File: config.mk
export PLATFORM = sky130hd
export DESIGN_NAME = tscw_ctrl
export DESIGN_NICKNAME = d
export VERILOG_FILES = /design/src/tscw_pkg.sv /design/src/tscw_change_det.sv /design/src/tscw_half_timer.sv /design/src/tscw_ctrl.sv
export SDC_FILE = /design/constraint.sdc
export NUM_CORES = 1
export LEC_CHECK = 0
export ABC_AREA = 1
export BUFFER_PORTS_ARGS = -buffer_cell sky130_fd_sc_hd__buf_4
export CAP_MARGIN = 30
export CORE_UTILIZATION = 64
export CTS_BUF_LIST = sky130_fd_sc_hd__clkbuf_4 sky130_fd_sc_hd__clkbuf_8
export CTS_CLUSTER_SIZE = 20
export DETAILED_ROUTE_END_ITERATION = 8
export HOLD_SLACK_MARGIN = 0.06
export PLACE_DENSITY = 0.87
export SLEW_MARGIN = 20
export SYNTH_ARGS = -nofsm -noshare
export SYNTH_HDL_FRONTEND = slang
export SYNTH_SLANG_ARGS = --single-unit
File: constraint.sdc
create_clock -name ref_clk -period 2.35 [get_ports ref_clk]
set_input_delay 0.1175 -clock ref_clk [delete_from_list [all_inputs] [get_ports ref_clk]]
set_output_delay 0.1175 -clock ref_clk [all_outputs]
set_load 0.01 [all_outputs]
File: src/tscw_pkg.sv
// Package of constants and types for the terminal status control word block.
package tscw_pkg;
    // Width of the control word written by the host controller.
    localparam int unsigned WORD_W = 16;
    // Bit positions inside the control word.
    localparam int unsigned BIT_DISPLAY  = 15;
    localparam int unsigned BIT_PRIORITY = 14;
    localparam int unsigned BIT_BUZ_CONT = 13;
    localparam int unsigned BIT_BUZ_INT  = 12;
    localparam int unsigned BIT_FLASH    = 8;
    // Bits that carry a function; the others are ignored.
    localparam logic [15:0] USED_MASK = 16'hF100;
    // Baseline value held before the first word is seen.
    localparam logic [15:0] WORD_RST = 16'h0000;
    // Buzzer on and off period, and the clock rate.
    localparam int unsigned HALF_PERIOD_MS = 500;
    localparam int unsigned CLK_KHZ        = 125000;
    localparam int unsigned HALF_CYCLES    = HALF_PERIOD_MS * CLK_KHZ;
    localparam int unsigned TMR_W          = 26;

    // Buzzer pattern selected by the word.
    typedef enum logic [1:0] {
        TSCW_BZ_OFF  = 2'b00,
        TSCW_BZ_CONT = 2'b01,
        TSCW_BZ_INT  = 2'b11
    } tscw_buz_type;

    // Keeps only the bits that have a function.
    function automatic logic [15:0] tscw_used(input logic [15:0] w);
        tscw_used = w & USED_MASK;
    endfunction : tscw_used
endpackage : tscw_pkg

File: src/tscw_change_det.sv
// Detector that reacts only to changes of the control word after start-up.
`timescale 1ns/1ps
`default_nettype none
module tscw_change_det (
    // Clock and reset.
    input  wire logic        ref_clk,
    input  wire logic        rst,
    // Word as read from the controller memory.
    input  wire logic        word_valid,
    input  wire logic [15:0] word,
    // Change pulse and the new meaningful bits.
    output logic             change,
    output logic [15:0]      new_word
);
    logic        armed;
    logic        next_armed;
    logic        next_change;
    logic [15:0] next_new_word;
    logic [15:0] used_now;

    // First read is baseline only; later reads act on a difference.
    always_comb begin
        used_now      = tscw_pkg::tscw_used(word);
        next_armed    = armed;
        next_change   = 1'b0;
        next_new_word = new_word;
        if (word_valid) begin
            next_new_word = used_now;
            if (!armed) begin
                next_armed = 1'b1;
            end else if (used_now != new_word) begin
                next_change = 1'b1;
            end
        end
    end

    // State registers.
    always_ff @(posedge ref_clk or posedge rst) begin
        if (rst) begin
            armed    <= 1'b0;
            change   <= 1'b0;
            new_word <= tscw_pkg::WORD_RST;
        end else begin
            armed    <= next_armed;
            change   <= next_change;
            new_word <= next_new_word;
        end
    end

    // The first word after reset never triggers control.
    AST_NO_START_ACT: assert property (@(posedge ref_clk) disable iff (rst)
        (word_valid && !armed) |=> !change)
        else $error("Start-up word caused an action.");

    // A differing word produces a change pulse.
    AST_CHANGE_ACT: assert property (@(posedge ref_clk) disable iff (rst)
        (word_valid && armed && (tscw_pkg::tscw_used(word) != new_word)) |=> change)
        else $error("Word change was not acted on.");

    // Unused bits alone never cause a change.
    AST_UNUSED_IGN: assert property (@(posedge ref_clk) disable iff (rst)
        (word_valid && (tscw_pkg::tscw_used(word) == new_word)) |=> !change)
        else $error("Unused bits caused a change.");
endmodule : tscw_change_det
`default_nettype wire

File: src/tscw_half_timer.sv
// Half-period timebase that gives the on and off phases of the cadence.
`timescale 1ns/1ps
`default_nettype none
module tscw_half_timer #(
    parameter int unsigned HALF_CYCLES = tscw_pkg::HALF_CYCLES
) (
    // Clock and reset.
    input  wire logic ref_clk,
    input  wire logic rst,
    // Control of the cadence.
    input  wire logic run,
    input  wire logic restart,
    // High during the sounding half.
    output logic      phase
);
    localparam int unsigned                LAST_I = HALF_CYCLES - 1;
    localparam logic [tscw_pkg::TMR_W-1:0] LAST   = LAST_I[tscw_pkg::TMR_W-1:0];

    logic [tscw_pkg::TMR_W-1:0] cnt;
    logic [tscw_pkg::TMR_W-1:0] next_cnt;
    logic                       next_phase;

    // Count a half period, then swap phase; idle holds the sounding phase.
    always_comb begin
        next_cnt   = cnt + 1'b1;
        next_phase = phase;
        if (!run || restart) begin
            next_cnt   = '0;
            next_phase = 1'b1;
        end else if (cnt == LAST) begin
            next_cnt   = '0;
            next_phase = !phase;
        end
    end

    // State registers.
    always_ff @(posedge ref_clk or posedge rst) begin
        if (rst) begin
            cnt   <= '0;
            phase <= 1'b1;
        end else begin
            cnt   <= next_cnt;
            phase <= next_phase;
        end
    end

    // Phase swaps exactly at the end of each half period.
    AST_HALF_SWAP: assert property (@(posedge ref_clk) disable iff (rst)
        (run && !restart && cnt == LAST) |=> (phase != $past(phase)))
        else $error("Cadence phase did not swap.");

    // Phase holds inside a half period.
    AST_HALF_HOLD: assert property (@(posedge ref_clk) disable iff (rst)
        (run && !restart && cnt != LAST) |=> (phase == $past(phase)))
        else $error("Cadence phase moved early.");
endmodule : tscw_half_timer
`default_nettype wire

File: src/tscw_ctrl.sv
// Terminal status control word decoder driving display, priority and buzzer.
`timescale 1ns/1ps
`default_nettype none
module tscw_ctrl #(
    parameter int unsigned HALF_CYCLES = tscw_pkg::HALF_CYCLES
) (
    // Clock and reset.
    input  wire logic        ref_clk,
    input  wire logic        rst,
    // Control word as read from controller memory.
    input  wire logic        word_valid,
    input  wire logic [15:0] terminal_control_word,
    // Terminal settings.
    input  wire logic        link_one_to_many,
    input  wire logic        buzzer_enable,
    // Touch panel events.
    input  wire logic        touch_press,
    input  wire logic        touch_buzz_stop,
    // Another terminal took priority later.
    input  wire logic        priority_taken,
    // Terminal outputs.
    output logic             display_on,
    output logic             backlight_on,
    output logic             priority_req,
    output logic             buzzer_out
);
    logic                   change;
    logic [15:0]            w;
    logic                   phase;
    tscw_pkg::tscw_buz_type buz_mode;
    tscw_pkg::tscw_buz_type next_buz_mode;
    logic                   flash_en;
    logic                   next_flash_en;
    logic                   next_display_on;
    logic                   next_backlight_on;
    logic                   next_priority_req;
    logic                   next_buzzer_out;
    logic                   timer_run;

    // Change detection; the word is only ever read here.
    tscw_change_det u_det (
        .ref_clk    (ref_clk),
        .rst        (rst),
        .word_valid (word_valid),
        .word       (terminal_control_word),
        .change     (change),
        .new_word   (w)
    );

    // Cadence runs while intermittent buzzer or flashing is active.
    assign timer_run = (buz_mode == tscw_pkg::TSCW_BZ_INT) || (flash_en && display_on);

    // Shared half-second cadence for buzzer and backlight flashing.
    tscw_half_timer #(
        .HALF_CYCLES (HALF_CYCLES)
    ) u_tmr (
        .ref_clk (ref_clk),
        .rst     (rst),
        .run     (timer_run),
        .restart (change),
        .phase   (phase)
    );

    // Screen display state.
    always_comb begin
        next_display_on = display_on;
        if (change) begin
            next_display_on = w[tscw_pkg::BIT_DISPLAY];
        end else if (touch_press && !display_on) begin
            next_display_on = 1'b1;
        end
    end

    // Flash enable follows the word; it only matters while displayed.
    always_comb begin
        next_flash_en = flash_en;
        if (change) begin
            next_flash_en = w[tscw_pkg::BIT_FLASH];
        end
    end

    // Backlight: off when blanked, toggled when flashing, else steady.
    always_comb begin
        if (!display_on) begin
            next_backlight_on = 1'b0;
        end else if (flash_en) begin
            next_backlight_on = phase;
        end else begin
            next_backlight_on = 1'b1;
        end
    end

    // Priority request; a later registration elsewhere drops ours.
    always_comb begin
        next_priority_req = priority_req;
        if (priority_taken) begin
            next_priority_req = 1'b0;
        end
        if (change) begin
            next_priority_req = w[tscw_pkg::BIT_PRIORITY];
        end
        if (!link_one_to_many) begin
            next_priority_req = 1'b0;
        end
    end

    // Buzzer pattern; a new word wins over a stop press in the same cycle.
    always_comb begin
        next_buz_mode = buz_mode;
        if (change) begin
            if (w[tscw_pkg::BIT_BUZ_CONT]) begin
                next_buz_mode = tscw_pkg::TSCW_BZ_CONT;
            end else if (w[tscw_pkg::BIT_BUZ_INT]) begin
                next_buz_mode = tscw_pkg::TSCW_BZ_INT;
            end else begin
                next_buz_mode = tscw_pkg::TSCW_BZ_OFF;
            end
        end else if (touch_buzz_stop) begin
            next_buz_mode = tscw_pkg::TSCW_BZ_OFF;
        end
    end

    // Buzzer drive gated by the stored enable setting.
    always_comb begin
        next_buzzer_out = 1'b0;
        if (buzzer_enable) begin
            unique case (buz_mode)
                tscw_pkg::TSCW_BZ_OFF:  next_buzzer_out = 1'b0;
                tscw_pkg::TSCW_BZ_CONT: next_buzzer_out = 1'b1;
                tscw_pkg::TSCW_BZ_INT:  next_buzzer_out = phase;
                default:                next_buzzer_out = 1'b0;
            endcase
        end
    end

    // State registers; all outputs come from here.
    always_ff @(posedge ref_clk or posedge rst) begin
        if (rst) begin
            display_on   <= 1'b1;
            backlight_on <= 1'b0;
            priority_req <= 1'b0;
            buzzer_out   <= 1'b0;
            buz_mode     <= tscw_pkg::TSCW_BZ_OFF;
            flash_en     <= 1'b0;
        end else begin
            display_on   <= next_display_on;
            backlight_on <= next_backlight_on;
            priority_req <= next_priority_req;
            buzzer_out   <= next_buzzer_out;
            buz_mode     <= next_buz_mode;
            flash_en     <= next_flash_en;
        end
    end

    // Blanking word turns display off, then backlight a cycle later.
    AST_BLANK: assert property (@(posedge ref_clk) disable iff (rst)
        (change && !w[tscw_pkg::BIT_DISPLAY]) |=> !display_on ##1 !backlight_on)
        else $error("Blanking did not clear display and backlight.");

    // A touch while blanked restores the display and backlight.
    AST_TOUCH_WAKE: assert property (@(posedge ref_clk) disable iff (rst)
        (touch_press && !display_on && !change) |=> display_on ##1 (backlight_on || flash_en))
        else $error("Touch did not restore the screen.");

    // Priority bit set in one-to-many mode raises the request.
    AST_PRIO_SET: assert property (@(posedge ref_clk) disable iff (rst)
        (change && w[tscw_pkg::BIT_PRIORITY] && link_one_to_many) |=> priority_req)
        else $error("Priority was not registered.");

    // Priority bit cleared cancels the request.
    AST_PRIO_CLR: assert property (@(posedge ref_clk) disable iff (rst)
        (change && !w[tscw_pkg::BIT_PRIORITY]) |=> !priority_req)
        else $error("Priority was not cancelled.");

    // A later registration elsewhere takes priority away.
    AST_PRIO_LOST: assert property (@(posedge ref_clk) disable iff (rst)
        (priority_taken && !change) |=> !priority_req)
        else $error("Priority kept after a later registration.");

    // Outside one-to-many mode priority never shows.
    AST_PRIO_MODE: assert property (@(posedge ref_clk) disable iff (rst)
        !link_one_to_many |=> !priority_req)
        else $error("Priority active outside one-to-many mode.");

    // Continuous buzzer sounds without gaps for as long as it is selected and the enable setting is on.
    AST_BUZ_STEADY: assert property (@(posedge ref_clk) disable iff (rst)
        (buz_mode == tscw_pkg::TSCW_BZ_CONT && buzzer_enable) |=> buzzer_out)
        else $error("Continuous buzzer had a gap.");

    // Both buzzer bits select the continuous pattern.
    AST_BUZ_PRIO: assert property (@(posedge ref_clk) disable iff (rst)
        (change && w[tscw_pkg::BIT_BUZ_CONT] && w[tscw_pkg::BIT_BUZ_INT])
        |=> (buz_mode == tscw_pkg::TSCW_BZ_CONT))
        else $error("Intermittent pattern won over continuous.");

    // With the enable setting off the buzzer stays silent.
    AST_BUZ_EN: assert property (@(posedge ref_clk) disable iff (rst)
        !buzzer_enable |=> !buzzer_out)
        else $error("Buzzer sounded while disabled.");

    // A buzzer-stop press silences the buzzer within two cycles.
    AST_BUZ_STOP: assert property (@(posedge ref_clk) disable iff (rst)
        (touch_buzz_stop && !change) |=> (buz_mode == tscw_pkg::TSCW_BZ_OFF) ##1 !buzzer_out)
        else $error("Buzzer-stop press did not silence the buzzer.");

    // Without flashing, a shown screen has a steady backlight.
    AST_STEADY_BL: assert property (@(posedge ref_clk) disable iff (rst)
        (display_on && !flash_en) |=> backlight_on)
        else $error("Backlight not steady in normal display.");

    // A blanked screen keeps its backlight dark.
    AST_DARK_BL: assert property (@(posedge ref_clk) disable iff (rst)
        !display_on |=> !backlight_on)
        else $error("Backlight lit while the screen is blanked.");

    // A word with the display bit set shows the screen.
    AST_WORD_SHOW: assert property (@(posedge ref_clk) disable iff (rst)
        (change && w[tscw_pkg::BIT_DISPLAY]) |=> display_on)
        else $error("Display bit did not show the screen.");

    // A touch wake without flashing relights the backlight steadily.
    AST_TOUCH_BL: assert property (@(posedge ref_clk) disable iff (rst)
        (touch_press && !display_on && !change && !flash_en) |=> ##1 backlight_on)
        else $error("Touch wake left the backlight dark.");

    // Priority moves only on a word change, a later registration or the link mode.
    AST_PRIO_STILL: assert property (@(posedge ref_clk) disable iff (rst)
        (!change && !priority_taken && link_one_to_many) |=> (priority_req == $past(priority_req)))
        else $error("Priority request moved on its own.");

    // Only the intermittent bit selects the intermittent pattern.
    AST_BUZ_INT_SEL: assert property (@(posedge ref_clk) disable iff (rst)
        (change && !w[tscw_pkg::BIT_BUZ_CONT] && w[tscw_pkg::BIT_BUZ_INT])
        |=> (buz_mode == tscw_pkg::TSCW_BZ_INT))
        else $error("Intermittent bit did not select its pattern.");

    // Only the continuous bit selects the continuous pattern.
    AST_BUZ_CONT_SEL: assert property (@(posedge ref_clk) disable iff (rst)
        (change && w[tscw_pkg::BIT_BUZ_CONT] && !w[tscw_pkg::BIT_BUZ_INT])
        |=> (buz_mode == tscw_pkg::TSCW_BZ_CONT))
        else $error("Continuous bit did not select its pattern.");

    // Both buzzer bits clear silence the buzzer pattern.
    AST_BUZ_OFF_SEL: assert property (@(posedge ref_clk) disable iff (rst)
        (change && !w[tscw_pkg::BIT_BUZ_CONT] && !w[tscw_pkg::BIT_BUZ_INT])
        |=> (buz_mode == tscw_pkg::TSCW_BZ_OFF))
        else $error("Cleared buzzer bits left a pattern selected.");

    // No pattern selected means no sound.
    AST_BUZ_QUIET: assert property (@(posedge ref_clk) disable iff (rst)
        (buz_mode == tscw_pkg::TSCW_BZ_OFF) |=> !buzzer_out)
        else $error("Buzzer sounded with no pattern selected.");

    // The intermittent buzzer follows the cadence phase.
    AST_BUZ_CADENCE: assert property (@(posedge ref_clk) disable iff (rst)
        (buz_mode == tscw_pkg::TSCW_BZ_INT && buzzer_enable) |=> (buzzer_out == $past(phase)))
        else $error("Intermittent buzzer left the cadence.");

    // A selected pattern stays silent while the enable setting is off.
    AST_BUZ_MUTED: assert property (@(posedge ref_clk) disable iff (rst)
        (buz_mode != tscw_pkg::TSCW_BZ_OFF && !buzzer_enable) |=> !buzzer_out)
        else $error("Selected pattern sounded while disabled.");

    // Flashing toggles the backlight with the cadence phase.
    AST_FLASH_PHASE: assert property (@(posedge ref_clk) disable iff (rst)
        (display_on && flash_en) |=> (backlight_on == $past(phase)))
        else $error("Flashing backlight left the cadence.");

    // A word with the flash bit set enables flashing.
    AST_FLASH_SET: assert property (@(posedge ref_clk) disable iff (rst)
        (change && w[tscw_pkg::BIT_FLASH]) |=> flash_en)
        else $error("Flash bit did not enable flashing.");

    // A word with the flash bit clear ends flashing.
    AST_FLASH_CLR: assert property (@(posedge ref_clk) disable iff (rst)
        (change && !w[tscw_pkg::BIT_FLASH]) |=> !flash_en)
        else $error("Cleared flash bit left flashing on.");

    // A blanking word with the flash bit set still darkens the backlight.
    AST_FLASH_BLANK: assert property (@(posedge ref_clk) disable iff (rst)
        (change && !w[tscw_pkg::BIT_DISPLAY] && w[tscw_pkg::BIT_FLASH]) |=> ##1 !backlight_on)
        else $error("Flash bit lit a blanked screen.");

    // The display moves only on a word change or a touch.
    AST_DISP_STILL: assert property (@(posedge ref_clk) disable iff (rst)
        (!change && !touch_press) |=> (display_on == $past(display_on)))
        else $error("Display state moved on its own.");

    // The buzzer pattern moves only on a word change or a stop press.
    AST_BUZ_STILL: assert property (@(posedge ref_clk) disable iff (rst)
        (!change && !touch_buzz_stop) |=> (buz_mode == $past(buz_mode)))
        else $error("Buzzer pattern moved on its own.");
endmodule : tscw_ctrl
`default_nettype wire

==> summary.md <==
| Metric | Value |
|---|---|
| Core Region | `3390 um^2` |
| Top cell type's share of synthesized area | `0.422` |
| Synth cell count leaders | `nand2_1 (69), nor2_1 (54), dfrtp_1 (39), inv_1 (32), nand3_1 (22)` |
| Gr usage total | `0.330` |
| Type of origin of the critical path | `primary input` |
| Simple-gate share of the synthesized area | `0.369` |
| Global-route wire length before repair | `9770 um` |
| Worst-Margin Slew | `506 ps` |
| Synthesis Warnings | `0` |
| Worst Clk Skew | `23.0 ps` |
| Fraction of layout cells with a size suffix above 1 | `0.175` |
| R2R cell count | `8` |
| Distinct cells, synth | `29` |
| WL/cell | `14.4 um` |
| Layout area overhead | `19.5%` |
| Seq/Total Area, Yosys | `0.445` |
| Clk sink count | `41` |
| Setup crit end | `u_det.new_word[13]$_DFFE_PP0P_` |
| Tcrit/Tclk final | `0.802` |
| Max_cap viols | `0` |
| Root Buffer | `clkbuf_4` |
| Area leader, netlist | `dfrtp_1` |
| Starting Density | `0.682` |
| Final setup violation count | `0` |
| Vias in the first global route | `2160` |
| Predominant post-synthesis flop cell | `dfrtp_1` |
| Leak pwr | `1.12 nW` |
| Syn Area/Cell | `7.71 um^2` |
| Worst path required time | `2590 ps` |
| Clock Tree Buf Depth | `2` |
| Via count | `2094` |
| Final Max Tran Viols | `0` |
| Post-Syn Instances | `300` |
| Crit path kind | `primary input to flop` |
| R2R setup slack | `620 ps` |
| Detailed router's first-iteration violation count | `177` |
| RSZ-0062 raised after global routing | `false` |
| Cell row count | `21` |
| Reg2reg start | `u_tmr.cnt[0]$_DFF_PP0_` |
| Synth Area in Adders | `0.00541` |
| Die Ht | `62.1 um` |
| Clock transition at path regs | `140 ps` |
| Largest net degree at the start of global routing | `42` |
| Crit path DAT | `2130 ps` |
| Rel. slew slack | `0.662` |
| Post-CTS sizing | `0` |
| Pwr/cell area | `516 nW/um^2` |
| Crit-path max FO | `11` |
| Compound-Gate Fraction of Synth Area | `0.0595` |
| Residual DRC count | `0` |
| Final instance area | `2760 um^2` |
| Worst setup EP type | `flop` |
| Yosys reg bits | `41` |
| Area contributors post-synth | `dfrtp_1 (42%), nand2_1 (11%), nor2_1 (8.8%)` |
| Final ANT Viol Nets | `0` |
| Top Ports | `28` |
| Synthesized area | `2310 um^2` |
| 1st-pass router iterations | `4` |
| Mux cell area share after synthesis | `0.00487` |
| IO Port Bufs | `16` |
| Clock Latency Late Sink | `370 ps` |
| Main combinational cell family by area after synthesis | `simple AND/OR/NAND/NOR gates` |
| Post-synth EDFFs | `0` |
| Hold Fails Final Rpt | `0` |
| Num CTS Buffers | `5` |
| Placed cell area | `2470 um^2` |
| N_diodes | `0` |
| Reg-to-Reg End | `u_tmr.cnt[13]$_DFF_PP0_` |
| GP Congestion | `0.860` |
| Total wire length | `5590 um` |
| Die Wd | `62.1 um` |
| Status | `finished clean` |
| Synth Net Count | `325` |
| Most frequent cell after synthesis | `nand2_1` |
| Post-layout min period | `1890 ps` |
| CTS tree | `done` |
| Grt ovf | `0` |
| CTS H-tree lvls | `2` |
| Critical path launch point | `word_valid` |
| Xor and xnor fraction of the mapped netlist area | `0.0530` |
| Initial antenna violation count | `0` |
| Post-DP HPWL | `3640 um` |
| Via/cell ratio | `5.38` |
| Worst IR Drop VDD | `0.457 mV` |
| Synth async-reset ratio | `1.00` |
| Nets | `367` |
| HP Class | `primary input to async pin` |
| FMAX | `530 MHz` |
| Fillers | `197` |
| Sum of negative setup slack | `0 ps` |
| Die area | `3860 um^2` |
-- where the power goes --
part           leakage (nW)  internal, mW  switching, mW  total (mW)
Combinational         0.531        0.0777         0.0897       0.167
Clock                0.0445         0.253          0.248       0.501
Sequential            0.540         0.731         0.0249       0.756
Total                  1.12          1.06          0.363        1.42
-- what timing repair did --
item	4_1_cts	5_1_grt
hold endpoints to repair	51	0
setup endpoints to repair	0	0
hold buffers	20	0
buffers inserted	0	0
-- logic make-up after synthesis --
kind of cell / count (synthesis)
adders and majority gates: 1
muxes: 1
DFF: 41
buffers and inverters: 35
xor gates and xnor gates: 14
AOI/OAI and AO/OA: 24
and+or+nand+nor: 184
-- worst max-delay path, cell delays in order --
cell and delay, ps:
dlygate4sd3_1 540, buf_4 180, nand2_1 70, dlygate4sd3_1 550, o21ai_0 90, dlygate4sd3_1 580
-- per-stage QoR --
| stage | hold WS (ps) | setup WS [ps] | instances | utilization | power [mW] |
|---|---|---|---|---|---|
| final | 419 | 464 | 389 | 0.815 | 1.42 |
| after global routing | 486 | 441 | 389 | 0.815 | 1.47 |
| after CTS | 451 | 571 | 389 | 0.815 | 1.41 |
| after detailed placement | 294 | 634 | 361 | 0.730 | 0.897 |
| after global placement | 276 | 682 | 361 | 0.730 | 0.890 |
| after floorplan | 235 | 870 | 300 | - | 0.850 |
-- layout make-up --
cell class	count	area, um^2	area share
clock buffer	6	51.3	0.0186
clock inverter	2	37.5	0.0136
timing repair buffer	37	328	0.119
multi-input combinational	224	1140	0.411
sequential	41	1030	0.372
inverter	33	124	0.0448
tap	46	57.6	0.0208
-- how the worst min path moves through the flow --
stage	from	to	slack [ps]
final	rst	backlight_on$_DFF_PP0_	420
after global routing	rst	backlight_on$_DFF_PP0_	490
after floorplan	buzzer_enable	buzzer_out$_DFF_PP0_	240
after CTS	rst	backlight_on$_DFF_PP0_	450
after detailed placement	rst	u_det.new_word[14]$_DFFE_PP0P_	290
after global placement	rst	u_det.new_word[14]$_DFFE_PP0P_	280
-- sequential cells by signal, summed over array words and instances, names as in the netlist --
register,count
buzzer_out,1
u_det.armed,1
u_det.change,1
u_det.new_word,5
display_on,1
backlight_on,1
buz_mode,2
u_tmr.cnt,26
priority_req,1
flash_en,1
u_tmr.phase,1
-- layer usage --
metal / share of wire / vias to the layer above / GRT usage
met3: 0.059 / 13 / 0.0478
li1: - / 1020 / -
met5: 0 / - / 0
met4: 0.022 / 0 / 0.151
met2: 0.52 / 76 / 0.577
met1: 0.40 / 985 / 0.403
-- layout by cell type (no fill, tap or decap), types with 10 or more instances in the layout --
cell type,instances
a21oi_1,11
buf_4,17
dfrtp_1,39
dlygate4sd3_1,20
inv_1,32
nand2_1,69
nand3_1,22
nor2_1,54
nor2_2,10
Power figures use the tool's default switching activity.
